$ cat config.mk
export PLATFORM = sky130hd
export DESIGN_NAME = ets_drive_flat
export DESIGN_NICKNAME = d
export VERILOG_FILES = /design/src/verilog/ets_pkg.sv /design/src/verilog/ets_link_if.sv /design/src/verilog/ets_drive.sv /design/src/flat_wrapper.sv
export SDC_FILE = /design/constraint.sdc
export NUM_CORES = 1
export LEC_CHECK = 0
export BUFFER_PORTS_ARGS = -buffer_cell sky130_fd_sc_hd__buf_2
export CAP_MARGIN = 10
export CORE_MARGIN = 2
export CORE_UTILIZATION = 54
export CTS_CLUSTER_DIAMETER = 40
export DETAILED_ROUTE_END_ITERATION = 8
export HOLD_SLACK_MARGIN = 0.06
export PLACE_DENSITY = 0.86
export SYNTH_ARGS = -nofsm -noshare
export SYNTH_HDL_FRONTEND = slang
export SYNTH_SLANG_ARGS = --single-unit
$ cat constraint.sdc
create_clock -name clk -period 6.21 [get_ports clk]
set_clock_uncertainty 0.2 [all_clocks]
set_input_delay 0 -clock clk [delete_from_list [all_inputs] [get_ports clk]]
set_output_delay 0 -clock clk [all_outputs]
set_load 0.05 [all_outputs]
$ cat src/verilog/ets_pkg.sv
// Shared constants for the evacuation travel sequencer pair
// Assumes one 100 MHz clock shared by the drive end and the controller end
package ets_pkg;
  localparam int CLK_HZ = 100_000_000;
  localparam int OPEN_TO_BACKUP_S = 2;
  localparam int BACKUP_TO_MAINS_S = 1;
  localparam int OPEN_TO_BACKUP_CYC = OPEN_TO_BACKUP_S * CLK_HZ;
  localparam int BACKUP_TO_MAINS_CYC = BACKUP_TO_MAINS_S * CLK_HZ;
  localparam int SPEED_W = 12;
  localparam int POWER_W = 16;
  localparam int CNT_W = 32;
  localparam logic DIR_UP = 1'h1;
  localparam logic DIR_DOWN = 1'h0;
  localparam logic CHOICE_EASIEST = 1'h0;
  localparam logic CHOICE_COMMANDED = 1'h1;
endpackage

$ cat src/verilog/ets_link_if.sv
// Wires between the lift controller and the drive
// Assumes both ends share clk and srst
`timescale 1ns/100ps
interface ets_link_if #(
  parameter int SPEED_W = ets_pkg::SPEED_W
);
  logic mains_contactor;
  logic backup_contactor;
  logic evac_mode_in;
  logic runPermit;
  logic [SPEED_W-1:0] speedCmd;
  logic dirCmd;
  logic driveReady;
  logic driveFault;
  logic lower_load_dir_out;
  modport drive (
    input mains_contactor, backup_contactor, evac_mode_in, runPermit, speedCmd, dirCmd,
    output driveReady, driveFault, lower_load_dir_out
  );
  modport ctrl (
    output mains_contactor, backup_contactor, evac_mode_in, runPermit, speedCmd, dirCmd,
    input driveReady, driveFault, lower_load_dir_out
  );
endinterface

$ cat src/verilog/ets_drive.sv
// Contract
// - Drive outputs lower-load direction each travel
// - Easiest choice: ignore command, go lower-load
// - Commanded choice: controller reads direction, commands (code commands wantDir; reads lower_load_dir_out only in easiest choice)
// - Evacuation speed never exceeds speed setting
// - Backup power draw capped by setting
// - Commanded choice: requested direction, level stop
// - Controller never closes both contactors
// - Controller: detect, fault, wait, open mains
// - Two seconds open-to-backup; backup asserts mode
// - Mode input: enter evacuation, clear fault
// - Ready, then permit, then speed/direction
// - Commanded mode: ignore speed, cap speed
// - Mode input drop: back to normal
// - Backup open, one second, then mains
//
// Drive end: evacuation mode, direction choice, speed and power caps
// Assumes the controller end keeps its contactor sequencing
// Limitation: only the commanded choice stops the car at floor level
// Mains stays failed through evacuation, so ready ignores it there
`timescale 1ns/100ps
module ets_drive #(
  parameter int SPEED_W = ets_pkg::SPEED_W,
  parameter int POWER_W = ets_pkg::POWER_W
) (
  input wire logic clk,
  input wire logic srst,
  input wire logic clkEn,
  ets_link_if.drive link,
  input wire logic easiest_direction_choice,
  input wire logic [SPEED_W-1:0] evac_speed_setting,
  input wire logic [POWER_W-1:0] backup_power_cap_setting,
  input wire logic upsSupply,
  input wire logic mainsFail,
  input wire logic imbalanceValid,
  input wire logic carHeavier,
  input wire logic [POWER_W-1:0] powerDemand,
  input wire logic atFloorLevel,
  output logic evacMode,
  output logic motorRun,
  output logic motorDir,
  output logic [SPEED_W-1:0] motorSpeed,
  output logic [POWER_W-1:0] motorPower,
  output logic lowerLoadDir,
  output logic driveReady,
  output logic driveFault
);
  typedef enum logic [2:0] {
    ETS_NORMAL = 3'b001,
    ETS_EVAC = 3'b010,
    ETS_EVAC_STOP = 3'b100
  } ets_dstate_t;

  typedef struct packed {
    ets_dstate_t st;
    logic fault;
    logic lowDir;
    logic run;
    logic dir;
    logic [SPEED_W-1:0] speed;
    logic [POWER_W-1:0] power;
    logic evac;
    logic ready;
  } ets_drive_t;

  localparam ets_drive_t DRIVE_RESET = '{
    st: ETS_NORMAL,
    fault: 1'b0,
    lowDir: ets_pkg::DIR_DOWN,
    run: 1'b0,
    dir: ets_pkg::DIR_DOWN,
    speed: '0,
    power: '0,
    evac: 1'b0,
    ready: 1'b0
  };

  ets_drive_t r;
  ets_drive_t next_r;

  function automatic logic [SPEED_W-1:0] capSpeed(input logic [SPEED_W-1:0] v, input logic [SPEED_W-1:0] lim);
    if (v > lim) begin
      capSpeed = lim;
    end else begin
      capSpeed = v;
    end
  endfunction

  function automatic logic [POWER_W-1:0] capPower(input logic [POWER_W-1:0] p, input logic [POWER_W-1:0] lim);
    if (p > lim) begin
      capPower = lim;
    end else begin
      capPower = p;
    end
  endfunction

  // Car heavier pulls down; lower load follows gravity
  function automatic logic lowerLoadOf(input logic heavier);
    if (heavier) begin
      lowerLoadOf = ets_pkg::DIR_DOWN;
    end else begin
      lowerLoadOf = ets_pkg::DIR_UP;
    end
  endfunction

  function automatic logic inEvac(input ets_dstate_t st);
    if (st == ETS_NORMAL) begin
      inEvac = 1'b0;
    end else begin
      inEvac = 1'b1;
    end
  endfunction

  always_comb begin
    next_r = r;
    if (imbalanceValid) begin
      next_r.lowDir = lowerLoadOf(carHeavier);
    end
    // Fault only rises in normal mode; entering evacuation clears it
    if (mainsFail && r.st == ETS_NORMAL) begin
      next_r.fault = 1'b1;
    end
    next_r.run = 1'b0;
    next_r.speed = '0;
    next_r.power = '0;
    case (r.st)
      ETS_NORMAL: begin
        next_r.dir = link.dirCmd;
        if (link.runPermit && !r.fault) begin
          next_r.run = 1'b1;
          next_r.speed = link.speedCmd;
          next_r.power = powerDemand;
        end
        if (link.evac_mode_in) begin
          next_r.st = ETS_EVAC;
          next_r.fault = 1'b0;
        end
      end
      ETS_EVAC: begin
        if (easiest_direction_choice == ets_pkg::CHOICE_EASIEST) begin
          // Held for the whole travel so a load swing cannot reverse the car
          if (!r.run) begin
            next_r.dir = r.lowDir;
          end
        end else begin
          next_r.dir = link.dirCmd;
        end
        if (link.runPermit) begin
          next_r.run = 1'b1;
          // Speed command ignored in either choice
          next_r.speed = evac_speed_setting;
          if (upsSupply) begin
            next_r.power = capPower(powerDemand, backup_power_cap_setting);
          end else begin
            next_r.power = powerDemand;
          end
          // Only the commanded choice guarantees a level stop
          if (easiest_direction_choice == ets_pkg::CHOICE_COMMANDED && atFloorLevel && r.run) begin
            next_r.st = ETS_EVAC_STOP;
            next_r.run = 1'b0;
            next_r.speed = '0;
            next_r.power = '0;
          end
        end
        if (!link.evac_mode_in) begin
          next_r.st = ETS_NORMAL;
        end
      end
      ETS_EVAC_STOP: begin
        next_r.dir = r.dir;
        if (!link.runPermit) begin
          next_r.st = ETS_EVAC;
        end
        if (!link.evac_mode_in) begin
          next_r.st = ETS_NORMAL;
        end
      end
      default: begin
        next_r.st = ETS_NORMAL;
      end
    endcase
    next_r.speed = inEvac(r.st) ? capSpeed(next_r.speed, evac_speed_setting) : next_r.speed;
    // Status lands with the state change it reports
    next_r.evac = inEvac(next_r.st);
    next_r.ready = !next_r.fault && (!mainsFail || inEvac(next_r.st));
  end

  always_ff @(posedge clk) begin
    if (srst) begin
      r <= DRIVE_RESET;
    end else if (clkEn) begin
      r <= next_r;
    end
  end

  assign evacMode = r.evac;
  assign driveReady = r.ready;
  assign driveFault = r.fault;
  assign motorRun = r.run;
  assign motorDir = r.dir;
  assign motorSpeed = r.speed;
  assign motorPower = r.power;
  assign lowerLoadDir = r.lowDir;
  assign link.lower_load_dir_out = r.lowDir;
  assign link.driveReady = r.ready;
  assign link.driveFault = r.fault;
endmodule

$ cat src/flat_wrapper.sv
// flat-port wrapper written by rule: the top's interface ports become plain ports
module ets_drive_flat 
#(
  parameter int SPEED_W = ets_pkg::SPEED_W,
  parameter int POWER_W = ets_pkg::POWER_W
)
  (clk, srst, clkEn, easiest_direction_choice, evac_speed_setting, backup_power_cap_setting, upsSupply, mainsFail, imbalanceValid, carHeavier, powerDemand, atFloorLevel, evacMode, motorRun, motorDir, motorSpeed, motorPower, lowerLoadDir, driveReady, driveFault, link_mains_contactor, link_backup_contactor, link_evac_mode_in, link_runPermit, link_speedCmd, link_dirCmd, link_driveReady, link_driveFault, link_lower_load_dir_out);
  ets_link_if #(.SPEED_W(SPEED_W)) link_i ();
  input wire logic clk;
  input wire logic srst;
  input wire logic clkEn;
  input wire logic easiest_direction_choice;
  input wire logic [SPEED_W-1:0] evac_speed_setting;
  input wire logic [POWER_W-1:0] backup_power_cap_setting;
  input wire logic upsSupply;
  input wire logic mainsFail;
  input wire logic imbalanceValid;
  input wire logic carHeavier;
  input wire logic [POWER_W-1:0] powerDemand;
  input wire logic atFloorLevel;
  output logic evacMode;
  output logic motorRun;
  output logic motorDir;
  output logic [SPEED_W-1:0] motorSpeed;
  output logic [POWER_W-1:0] motorPower;
  output logic lowerLoadDir;
  output logic driveReady;
  output logic driveFault;
  input wire logic [$bits(link_i.mains_contactor)-1:0] link_mains_contactor;
  input wire logic [$bits(link_i.backup_contactor)-1:0] link_backup_contactor;
  input wire logic [$bits(link_i.evac_mode_in)-1:0] link_evac_mode_in;
  input wire logic [$bits(link_i.runPermit)-1:0] link_runPermit;
  input wire logic [$bits(link_i.speedCmd)-1:0] link_speedCmd;
  input wire logic [$bits(link_i.dirCmd)-1:0] link_dirCmd;
  output wire logic [$bits(link_i.driveReady)-1:0] link_driveReady;
  output wire logic [$bits(link_i.driveFault)-1:0] link_driveFault;
  output wire logic [$bits(link_i.lower_load_dir_out)-1:0] link_lower_load_dir_out;
  assign link_i.mains_contactor = link_mains_contactor;
  assign link_i.backup_contactor = link_backup_contactor;
  assign link_i.evac_mode_in = link_evac_mode_in;
  assign link_i.runPermit = link_runPermit;
  assign link_i.speedCmd = link_speedCmd;
  assign link_i.dirCmd = link_dirCmd;
  assign link_driveReady = link_i.driveReady;
  assign link_driveFault = link_i.driveFault;
  assign link_lower_load_dir_out = link_i.lower_load_dir_out;
  ets_drive #(.SPEED_W(SPEED_W), .POWER_W(POWER_W)) u_core (.clk(clk), .srst(srst), .clkEn(clkEn), .link(link_i), .easiest_direction_choice(easiest_direction_choice), .evac_speed_setting(evac_speed_setting), .backup_power_cap_setting(backup_power_cap_setting), .upsSupply(upsSupply), .mainsFail(mainsFail), .imbalanceValid(imbalanceValid), .carHeavier(carHeavier), .powerDemand(powerDemand), .atFloorLevel(atFloorLevel), .evacMode(evacMode), .motorRun(motorRun), .motorDir(motorDir), .motorSpeed(motorSpeed), .motorPower(motorPower), .lowerLoadDir(lowerLoadDir), .driveReady(driveReady), .driveFault(driveFault));
endmodule
==> results of run 1 <==
## cell type report
cell class,count,area (um^2),share of cell area [%]
clock buffer,7,86.3,2.11
clock inverter,1,30.0,0.735
inverter,31,116,2.85
multi-input combinational,241,1700,41.7
sequential,37,741,18.1
tap,70,87.6,2.14
timing repair buffer,184,1320,32.3
## worst paths after layout
kind | startpoint | to | cells after the start | slack, ns
worst min register to register | u_core.evacMode$_SDFFE_PP0P_ | u_core.evacMode$_SDFFE_PP0P_ | 2 | 0.28
worst max-delay path | u_core.r[35]$_SDFFE_PP0P_ | u_core.motorSpeed[10]$_SDFFE_PP0P_ | 12 | 1.54
worst min-delay path | link_runPermit | u_core.motorRun$_SDFFE_PP0P_ | 5 | 0.12
worst max register to register | u_core.r[35]$_SDFFE_PP0P_ | u_core.motorSpeed[10]$_SDFFE_PP0P_ | 12 | 1.54
## placed cells by master, fill, tap and decap left out, types with 5 or more instances in the layout
cell	Yosys	routed
sky130_fd_sc_hd__a21oi_1	17	17
sky130_fd_sc_hd__a221o_1	16	16
sky130_fd_sc_hd__a22o_1	11	11
sky130_fd_sc_hd__and2_1	16	16
sky130_fd_sc_hd__buf_2	2	104
sky130_fd_sc_hd__clkbuf_8	0	6
sky130_fd_sc_hd__dfxtp_1	37	37
sky130_fd_sc_hd__dlygate4sd3_1	0	79
sky130_fd_sc_hd__ha_1	28	28
sky130_fd_sc_hd__inv_1	31	31
sky130_fd_sc_hd__nand2_1	36	36
sky130_fd_sc_hd__nand2b_1	12	12
sky130_fd_sc_hd__nand3_1	6	6
sky130_fd_sc_hd__nand4_1	5	5
sky130_fd_sc_hd__nor2_1	20	20
sky130_fd_sc_hd__nor3_1	9	9
sky130_fd_sc_hd__o211ai_1	13	13
sky130_fd_sc_hd__o21ai_0	7	7
sky130_fd_sc_hd__o221ai_1	11	11
## state kept, by name, summed over array words and instances, names as in the netlist
name,cells
u_core.motorPower,16
u_core.motorRun,1
u_core.driveFault,1
u_core.motorSpeed,12
u_core.evacMode,1
u_core.motorDir,1
u_core.r,3
u_core.driveReady,1
u_core.link.lower_load_dir_out,1
## power by group through the flow
stage / Sequential, mW / Combinational, mW / Clock [mW]
global route: 0.258 / 0.244 / 0.231
CTS: 0.256 / 0.219 / 0.223
finish: 0.257 / 0.226 / 0.220
detailed placement: 0.261 / 0.183 / 0
global placement: 0.261 / 0.179 / 0
floorplan: 0.270 / 0.131 / 0
## per-layer routing
metal / routed length (um) / track usage (%)
met5: 0 / 0
met4: 106 / 7.14
met3: 532 / 4.00
met2: 4560 / 56.9
met1: 3300 / 30.8
## tightest hold or removal path, delay by kind of cell
| kind | cells | cell delay [ns] |
|---|---|---|
| AOI/OAI and AO/OA | 1 | 0.07 |
| buffers and inverters | 1 | 0.13 |
| and+or+nand+nor | 3 | 0.36 |
## through the flow
step / instance area (um^2) / cells / hold slack, ns / utilization, % / setup slack (ns)
finish: 4080 / 571 / 0.121 / 79.5 / 1.54
global route: 4080 / 571 / 0.208 / 79.5 / 1.18
CTS: 4080 / 571 / 0.125 / 79.5 / 1.61
detailed placement: 3180 / 484 / 0.0162 / 61.8 / 2.17
global placement: 3180 / 484 / 0.00683 / 61.8 / 2.24
floorplan: 2900 / 360 / -0.0847 / - / 3.17
## logic make-up (layout without fill, tap and decap cells)
family                     after synthesis  after routing  synth area share, %
muxes                                    1              1                0.345
buffers and inverters                   82            223                 15.6
AOI/OAI and AO/OA                       93             93                 24.6
DFF                                     37             37                 25.6
and+or+nand+nor                        119            119                 21.8
adders and majority gates               28             28                 12.1
==> run_results.csv, run 1 <==
group,metric,value,unit
sta,finalCritPeriodShare,75.2,%
power,net-switching-power,228,uW
place,place.port_buffers,104,
synth,synth.yosys.warnings,0,
synth,synth.ff_latch_count,37,
route,route.detailed.wl_per_inst,14.9,um
worst_setup_path,worstSetupEndpointType,"register",
min_path,class_of_the_worst_hold_path,"in2reg",
power,pwr-share-comb,32.2,%
worst_setup_path,timing.critical_path.from_type,"register",
sta,unrepaired_setup_endpoints_after_global_routing,"no",
sta,max_fclk,214,MHz
power,pwr_density_cell,172,mW/mm^2
clock_network,cts_made_buffers,5,
worst_setup_path,crit_path_max_fanout,13,
sta,setup_tns,0,ns
worst_setup_path,cpMaxStageDelayCell,"sky130_fd_sc_hd__a31oi_1",
synth,avgSynthCellArea,8.05,um^2
route,totalWireLength,8500,um
synth,synth.net_count,458,
sta,setup_violations,0,
final_layout,post_route_cells_drive_above_1_share,24.2,%
power,intPower,475,uW
grt,grt-ovfl-total,0,
sta,post-route-min-period,4.67,ns
worst_setup_path,critical_path.cell_chain,"and2b_1, nand3_1, nor2_1, a22oi_1, ha_1, nor2b_1, o211ai_1, a21o_1, a31oi_1, o21a_1, o221ai_1, dlygate4sd3_1",
synth,yosys-top-cells-area,"sky130_fd_sc_hd__dfxtp_1 (26%), sky130_fd_sc_hd__ha_1 (12%), sky130_fd_sc_hd__buf_4 (8.0%)",
synth,synthFlopType,"sky130_fd_sc_hd__dfxtp_1",
clock_network,cts_setup_buffers,0,
clock_network,clock_tree.buffer_depth,2,
final_layout,flow.area_growth_from_synthesis,40.9,%
final_layout,n_fill_cell,340,
grt,grt_max_degree,39,
power,design_power_total,703,uW
route,post-route-drc-count,0,
die,design.die.area,0.00597,mm^2
synth,async_reset_ff_share,0,%
grt,grtUsageTotal,28.5,%
route,detailedRoute.firstPassIterationCount,5,
route,detailedRoute.firstIterationViolations,159,
synth,yosysMostFrequentCell,"sky130_fd_sc_hd__dfxtp_1",
worst_setup_path,buffering_stage_count_on_the_worst_path_with_inverters_included,1,
synth,syn_inst,360,
synth,synth-seq-area-share,25.6,%
die,placeableCoreArea,0.00514,mm^2
clock_network,post_cts_resized,0,
place,globalplace.congestion,0.883,
route,vias,3187,
place,place_hpwl,5060,um
clock_network,worst_setup_hold_path_clk_slew,0.08,ns
die,ios,107,
route,postRouteAntennaNets,0,
grt,number_of_global_route_vias_before_repair,3105,
grt,global_route_wire_length_before_repair,13900,um
route,vias_per_cell,5.58,
synth,synth_edf_count,0,
clock_network,clk_lat_worst_skew,0.29,ns
synth,synth_top_area_share,25.6,%
grt,antenna_found_initial,0,
worst_setup_path,critical_path_arrival,4.65,ns
power,clockPowerShare,31.3,%
final_layout,ant_diodes,0,
die,placement_rows,26,
worst_setup_path,critical_path.top_delay_family,"compound AO/OA/AOI/OAI gates",
clock_network,cts_hold_repair.buffers,79,
die,dieWidth,77.3,um
synth,synth_top_cells_by_count,"sky130_fd_sc_hd__dfxtp_1 (37), sky130_fd_sc_hd__nand2_1 (36), sky130_fd_sc_hd__buf_4 (31), sky130_fd_sc_hd__inv_1 (31), sky130_fd_sc_hd__ha_1 (28)",
clock_network,cts_root_buf,"sky130_fd_sc_hd__clkbuf_8",
sta,final_max_slew_viol_count,0,
clock_network,clock_sinks,37,
clock_network,h-tree-depth,2,
die,initial_cell_density_of_the_core,56.4,%
synth,yosysTopAreaCell,"sky130_fd_sc_hd__dfxtp_1",
synth,synth.distinct_cells,47,
sta,hold_viol,0,
power,sw_frac_of_total,32.4,%
run_status,run_status,"completed",
final_layout,finish.net_count,598,
power,peakVddDrop,0.0904,mV
sta,timing.max_slew.rel_slack,29.7,%
sta,tightestPinTransition,1.05,ns
clock_network,tritoncts,"built",
synth,syn_area,0.00290,mm^2
job,drv_cap,0,
power,pwr-share-seq,36.5,%
power,leak_pwr,2.06,nW
die,fp.dieH,77.3,um
worst_setup_path,crit_required,6.19,ns
worst_setup_path,critPathMaxStageDelay,0.74,ns
worst_setup_path,timing.setup.critical_path_class,"reg2reg",
(Power assumes the default switching activity.)
==> inputs of run 2 (changes only) <==
--- a/config.mk
+++ b/config.mk
@@ -8,11 +8,11 @@
 export BUFFER_PORTS_ARGS = -buffer_cell sky130_fd_sc_hd__buf_2
 export CAP_MARGIN = 10
 export CORE_MARGIN = 2
-export CORE_UTILIZATION = 54
+export CORE_UTILIZATION = 50
 export CTS_CLUSTER_DIAMETER = 40
 export DETAILED_ROUTE_END_ITERATION = 8
 export HOLD_SLACK_MARGIN = 0.06
-export PLACE_DENSITY = 0.86
+export PLACE_DENSITY = 0.81
 export SYNTH_ARGS = -nofsm -noshare
 export SYNTH_HDL_FRONTEND = slang
 export SYNTH_SLANG_ARGS = --single-unit
==> constraint.sdc (replaced) <==
create_clock -name clk -period 4.3 [get_ports clk]
set_clock_uncertainty 0.2 [all_clocks]
set_input_delay 0 -clock clk [delete_from_list [all_inputs] [get_ports clk]]
set_output_delay 0 -clock clk [all_outputs]
set_load 0.05 [all_outputs]
==> run_results.csv, run 2 (synthesis gave the netlist of run 1 again) <==
group,metric,value,unit
run_status,run_status,"completed",
grt,grt_max_degree,39,
route,vias,3178,
die,placeableCoreArea,0.00554,mm^2
worst_setup_path,critPathMaxStageDelay,0.61,ns
power,sw_frac_of_total,34.3,%
min_path,number_of_cells_on_the_worst_hold_path,6,
final_layout,finish.cell_count_without_fillers,571,
power,leak_pwr,2.04,nW
place,place.port_buffers,104,
grt,global_route_wire_length_before_repair,13900,um
sta,setup_tns,0,ns
power,peakVddDrop,0.126,mV
final_layout,final_area,0.00404,mm^2
worst_setup_path,worstSetupEndpointType,"register",
route,vias_per_cell,5.57,
power,design_power_total,948,uW
sta,timing.max_slew.rel_slack,35.8,%
final_layout,max_ffs_per_register,16,
final_layout,post_route_cells_drive_above_1_share,24.8,%
place,detailed_place.area,0.00320,mm^2
grt,grtUsageTotal,27.1,%
die,ios,107,
place,pre_cts_ws,0.918,ns
grt,number_of_global_route_vias_before_repair,3051,
worst_setup_path,critical_path.cell_chain,"and2b_1, nand3_1, nor2_1, buf_4, a22o_1, ha_1, nor2b_1, o211ai_1, a21o_1, a31oi_1, buf_4, o21a_1, o221ai_1, dlygate4sd3_1",
clock_network,cts_made_buffers,5,
sta,tightestPinTransition,0.960,ns
worst_setup_path,critical_path.top_delay_family,"compound AO/OA/AOI/OAI gates",
grt,grt-ovfl-total,0,
final_layout,ant_diodes,0,
clock_network,cts_root_buf,"sky130_fd_sc_hd__clkbuf_8",
power,clockPowerShare,26.6,%
power,pwr_density_cell,235,mW/mm^2
worst_setup_path,critical_path_arrival,3.86,ns
sta,max_fclk,258,MHz
power,net-switching-power,326,uW
route,post-route-drc-count,0,
route,postRouteAntennaNets,0,
clock_network,worst_setup_hold_path_clk_slew,0.08,ns
sta,setup_violations,0,
sta,finalCritPeriodShare,90.2,%
die,initial_cell_density_of_the_core,52.3,%
die,design.die.area,0.00642,mm^2
final_layout,finish.net_count,597,
min_path,class_of_the_worst_hold_path,"in2reg",
route,totalWireLength,8750,um
clock_network,tritoncts,"built",
place,globalplace.congestion,0.895,
worst_setup_path,crit_path_max_fanout,13,
worst_setup_path,timing.setup.critical_path_class,"reg2reg",
die,dieWidth,80.1,um
clock_network,clock_tree.buffer_depth,2,
power,pwr-share-comb,34.4,%
worst_setup_path,buffering_stage_count_on_the_worst_path_with_inverters_included,3,
clock_network,cts_setup_buffers,0,
worst_setup_path,crit_required,4.28,ns
die,placement_rows,27,
worst_setup_path,reg2regPathDepth,14,
worst_setup_path,path_depth,14,
final_layout,flow.area_growth_from_synthesis,39.5,%
power,pwr-share-seq,39.1,%
clock_network,clock_sinks,37,
route,detailedRoute.firstIterationViolations,124,
final_layout,layout.cells.most_common_list,"sky130_fd_sc_hd__buf_2 (104), sky130_fd_sc_hd__dlygate4sd3_1 (75), sky130_fd_sc_hd__dfxtp_1 (37)",
final_layout,n_fill_cell,413,
final_layout,most_common_cell_after_layout_fill_and_taps_aside,"sky130_fd_sc_hd__buf_2",
worst_setup_path,worst_path_most_repeated_cell,"sky130_fd_sc_hd__buf_4",
route,detailedRoute.firstPassIterationCount,4,
place,place_hpwl,5230,um
sta,hold_viol,0,
power,intPower,623,uW
sta,final.setup.worst_slack,0.420,ns
sta,post-route-min-period,3.88,ns
clock_network,h-tree-depth,2,
die,fp.dieH,80.1,um
route,route.detailed.wl_per_inst,15.3,um
worst_setup_path,timing.critical_path.from_type,"register",
clock_network,clk_lat_worst_skew,0.29,ns
job,drv_cap,0,
sta,final_max_slew_viol_count,0,
worst_setup_path,cpMaxStageDelayCell,"sky130_fd_sc_hd__dlygate4sd3_1",
sta,unrepaired_setup_endpoints_after_global_routing,"no",
grt,antenna_found_initial,0,
place,placed_insts,489,
run 2: cell types whose count changed in the layout (fill, tap and decap cells not counted), sizes merged:
cell / delta
dlygate4sd3: -4
buf: +3
bufinv: -1
run 2: power groups by stage:
stage	registers [mW]	clock network (mW)	logic [mW]
floorplan	0.389	0	0.190
global placement	0.377	0	0.259
detailed placement	0.377	0	0.265
CTS	0.369	0.254	0.314
global route	0.372	0.268	0.353
finish	0.370	0.252	0.326
run 2: what timing repair did:
item,4_1_cts,5_1_grt
resized for setup,0,1
endpoints found under the hold margin,37,0
setup endpoints to repair,0,1
hold buffers,75,0
run 2: final cells by class:
cell class	instances	area [um^2]	share of cell area, %
Clock buffer	7	86.3	2.14
Inverter	31	116	2.88
Multi-Input combinational cell	241	1710	42.2
Sequential cell	37	741	18.3
Tap cell	72	90.1	2.23
Timing Repair Buffer	183	1300	32.2
run 2: tightest hold or removal path, stage by stage:
cell and delay (ns):
sky130_fd_sc_hd__buf_2 0.13, sky130_fd_sc_hd__nand2b_1 0.12, sky130_fd_sc_hd__nor3_2 0.05, sky130_fd_sc_hd__buf_4 0.18, sky130_fd_sc_hd__nor2_1 0.10, sky130_fd_sc_hd__a211oi_1 0.07
run 2: stage by stage:
| stage | util [%] | hold slack [ns] |
|---|---|---|
| floorplan | - | -0.0847 |
| global placement | 57.8 | 0.00663 |
| detailed placement | 57.8 | 0.00971 |
| CTS | 72.9 | 0.200 |
| global route | 72.9 | 0.257 |
| finish | 72.9 | 0.213 |
run 2: final timing paths:
path                                                          end                          from  slack [ns]
worst max-delay path            u_core.motorSpeed[1]$_SDFFE_PP0P_     u_core.r[34]$_SDFFE_PP1P_        0.42
worst min register to register       u_core.evacMode$_SDFFE_PP0P_  u_core.evacMode$_SDFFE_PP0P_        0.29
worst max register to register  u_core.motorSpeed[1]$_SDFFE_PP0P_     u_core.r[34]$_SDFFE_PP1P_        0.42
worst min-delay path                 u_core.motorRun$_SDFFE_PP0P_                link_runPermit        0.21
run 2: routing by layer:
metal  track usage [%]  wire (um)
met1              31.1       3530
met4              7.80        102
met2              50.5       4550
met3              5.28        572
met5                 0          0
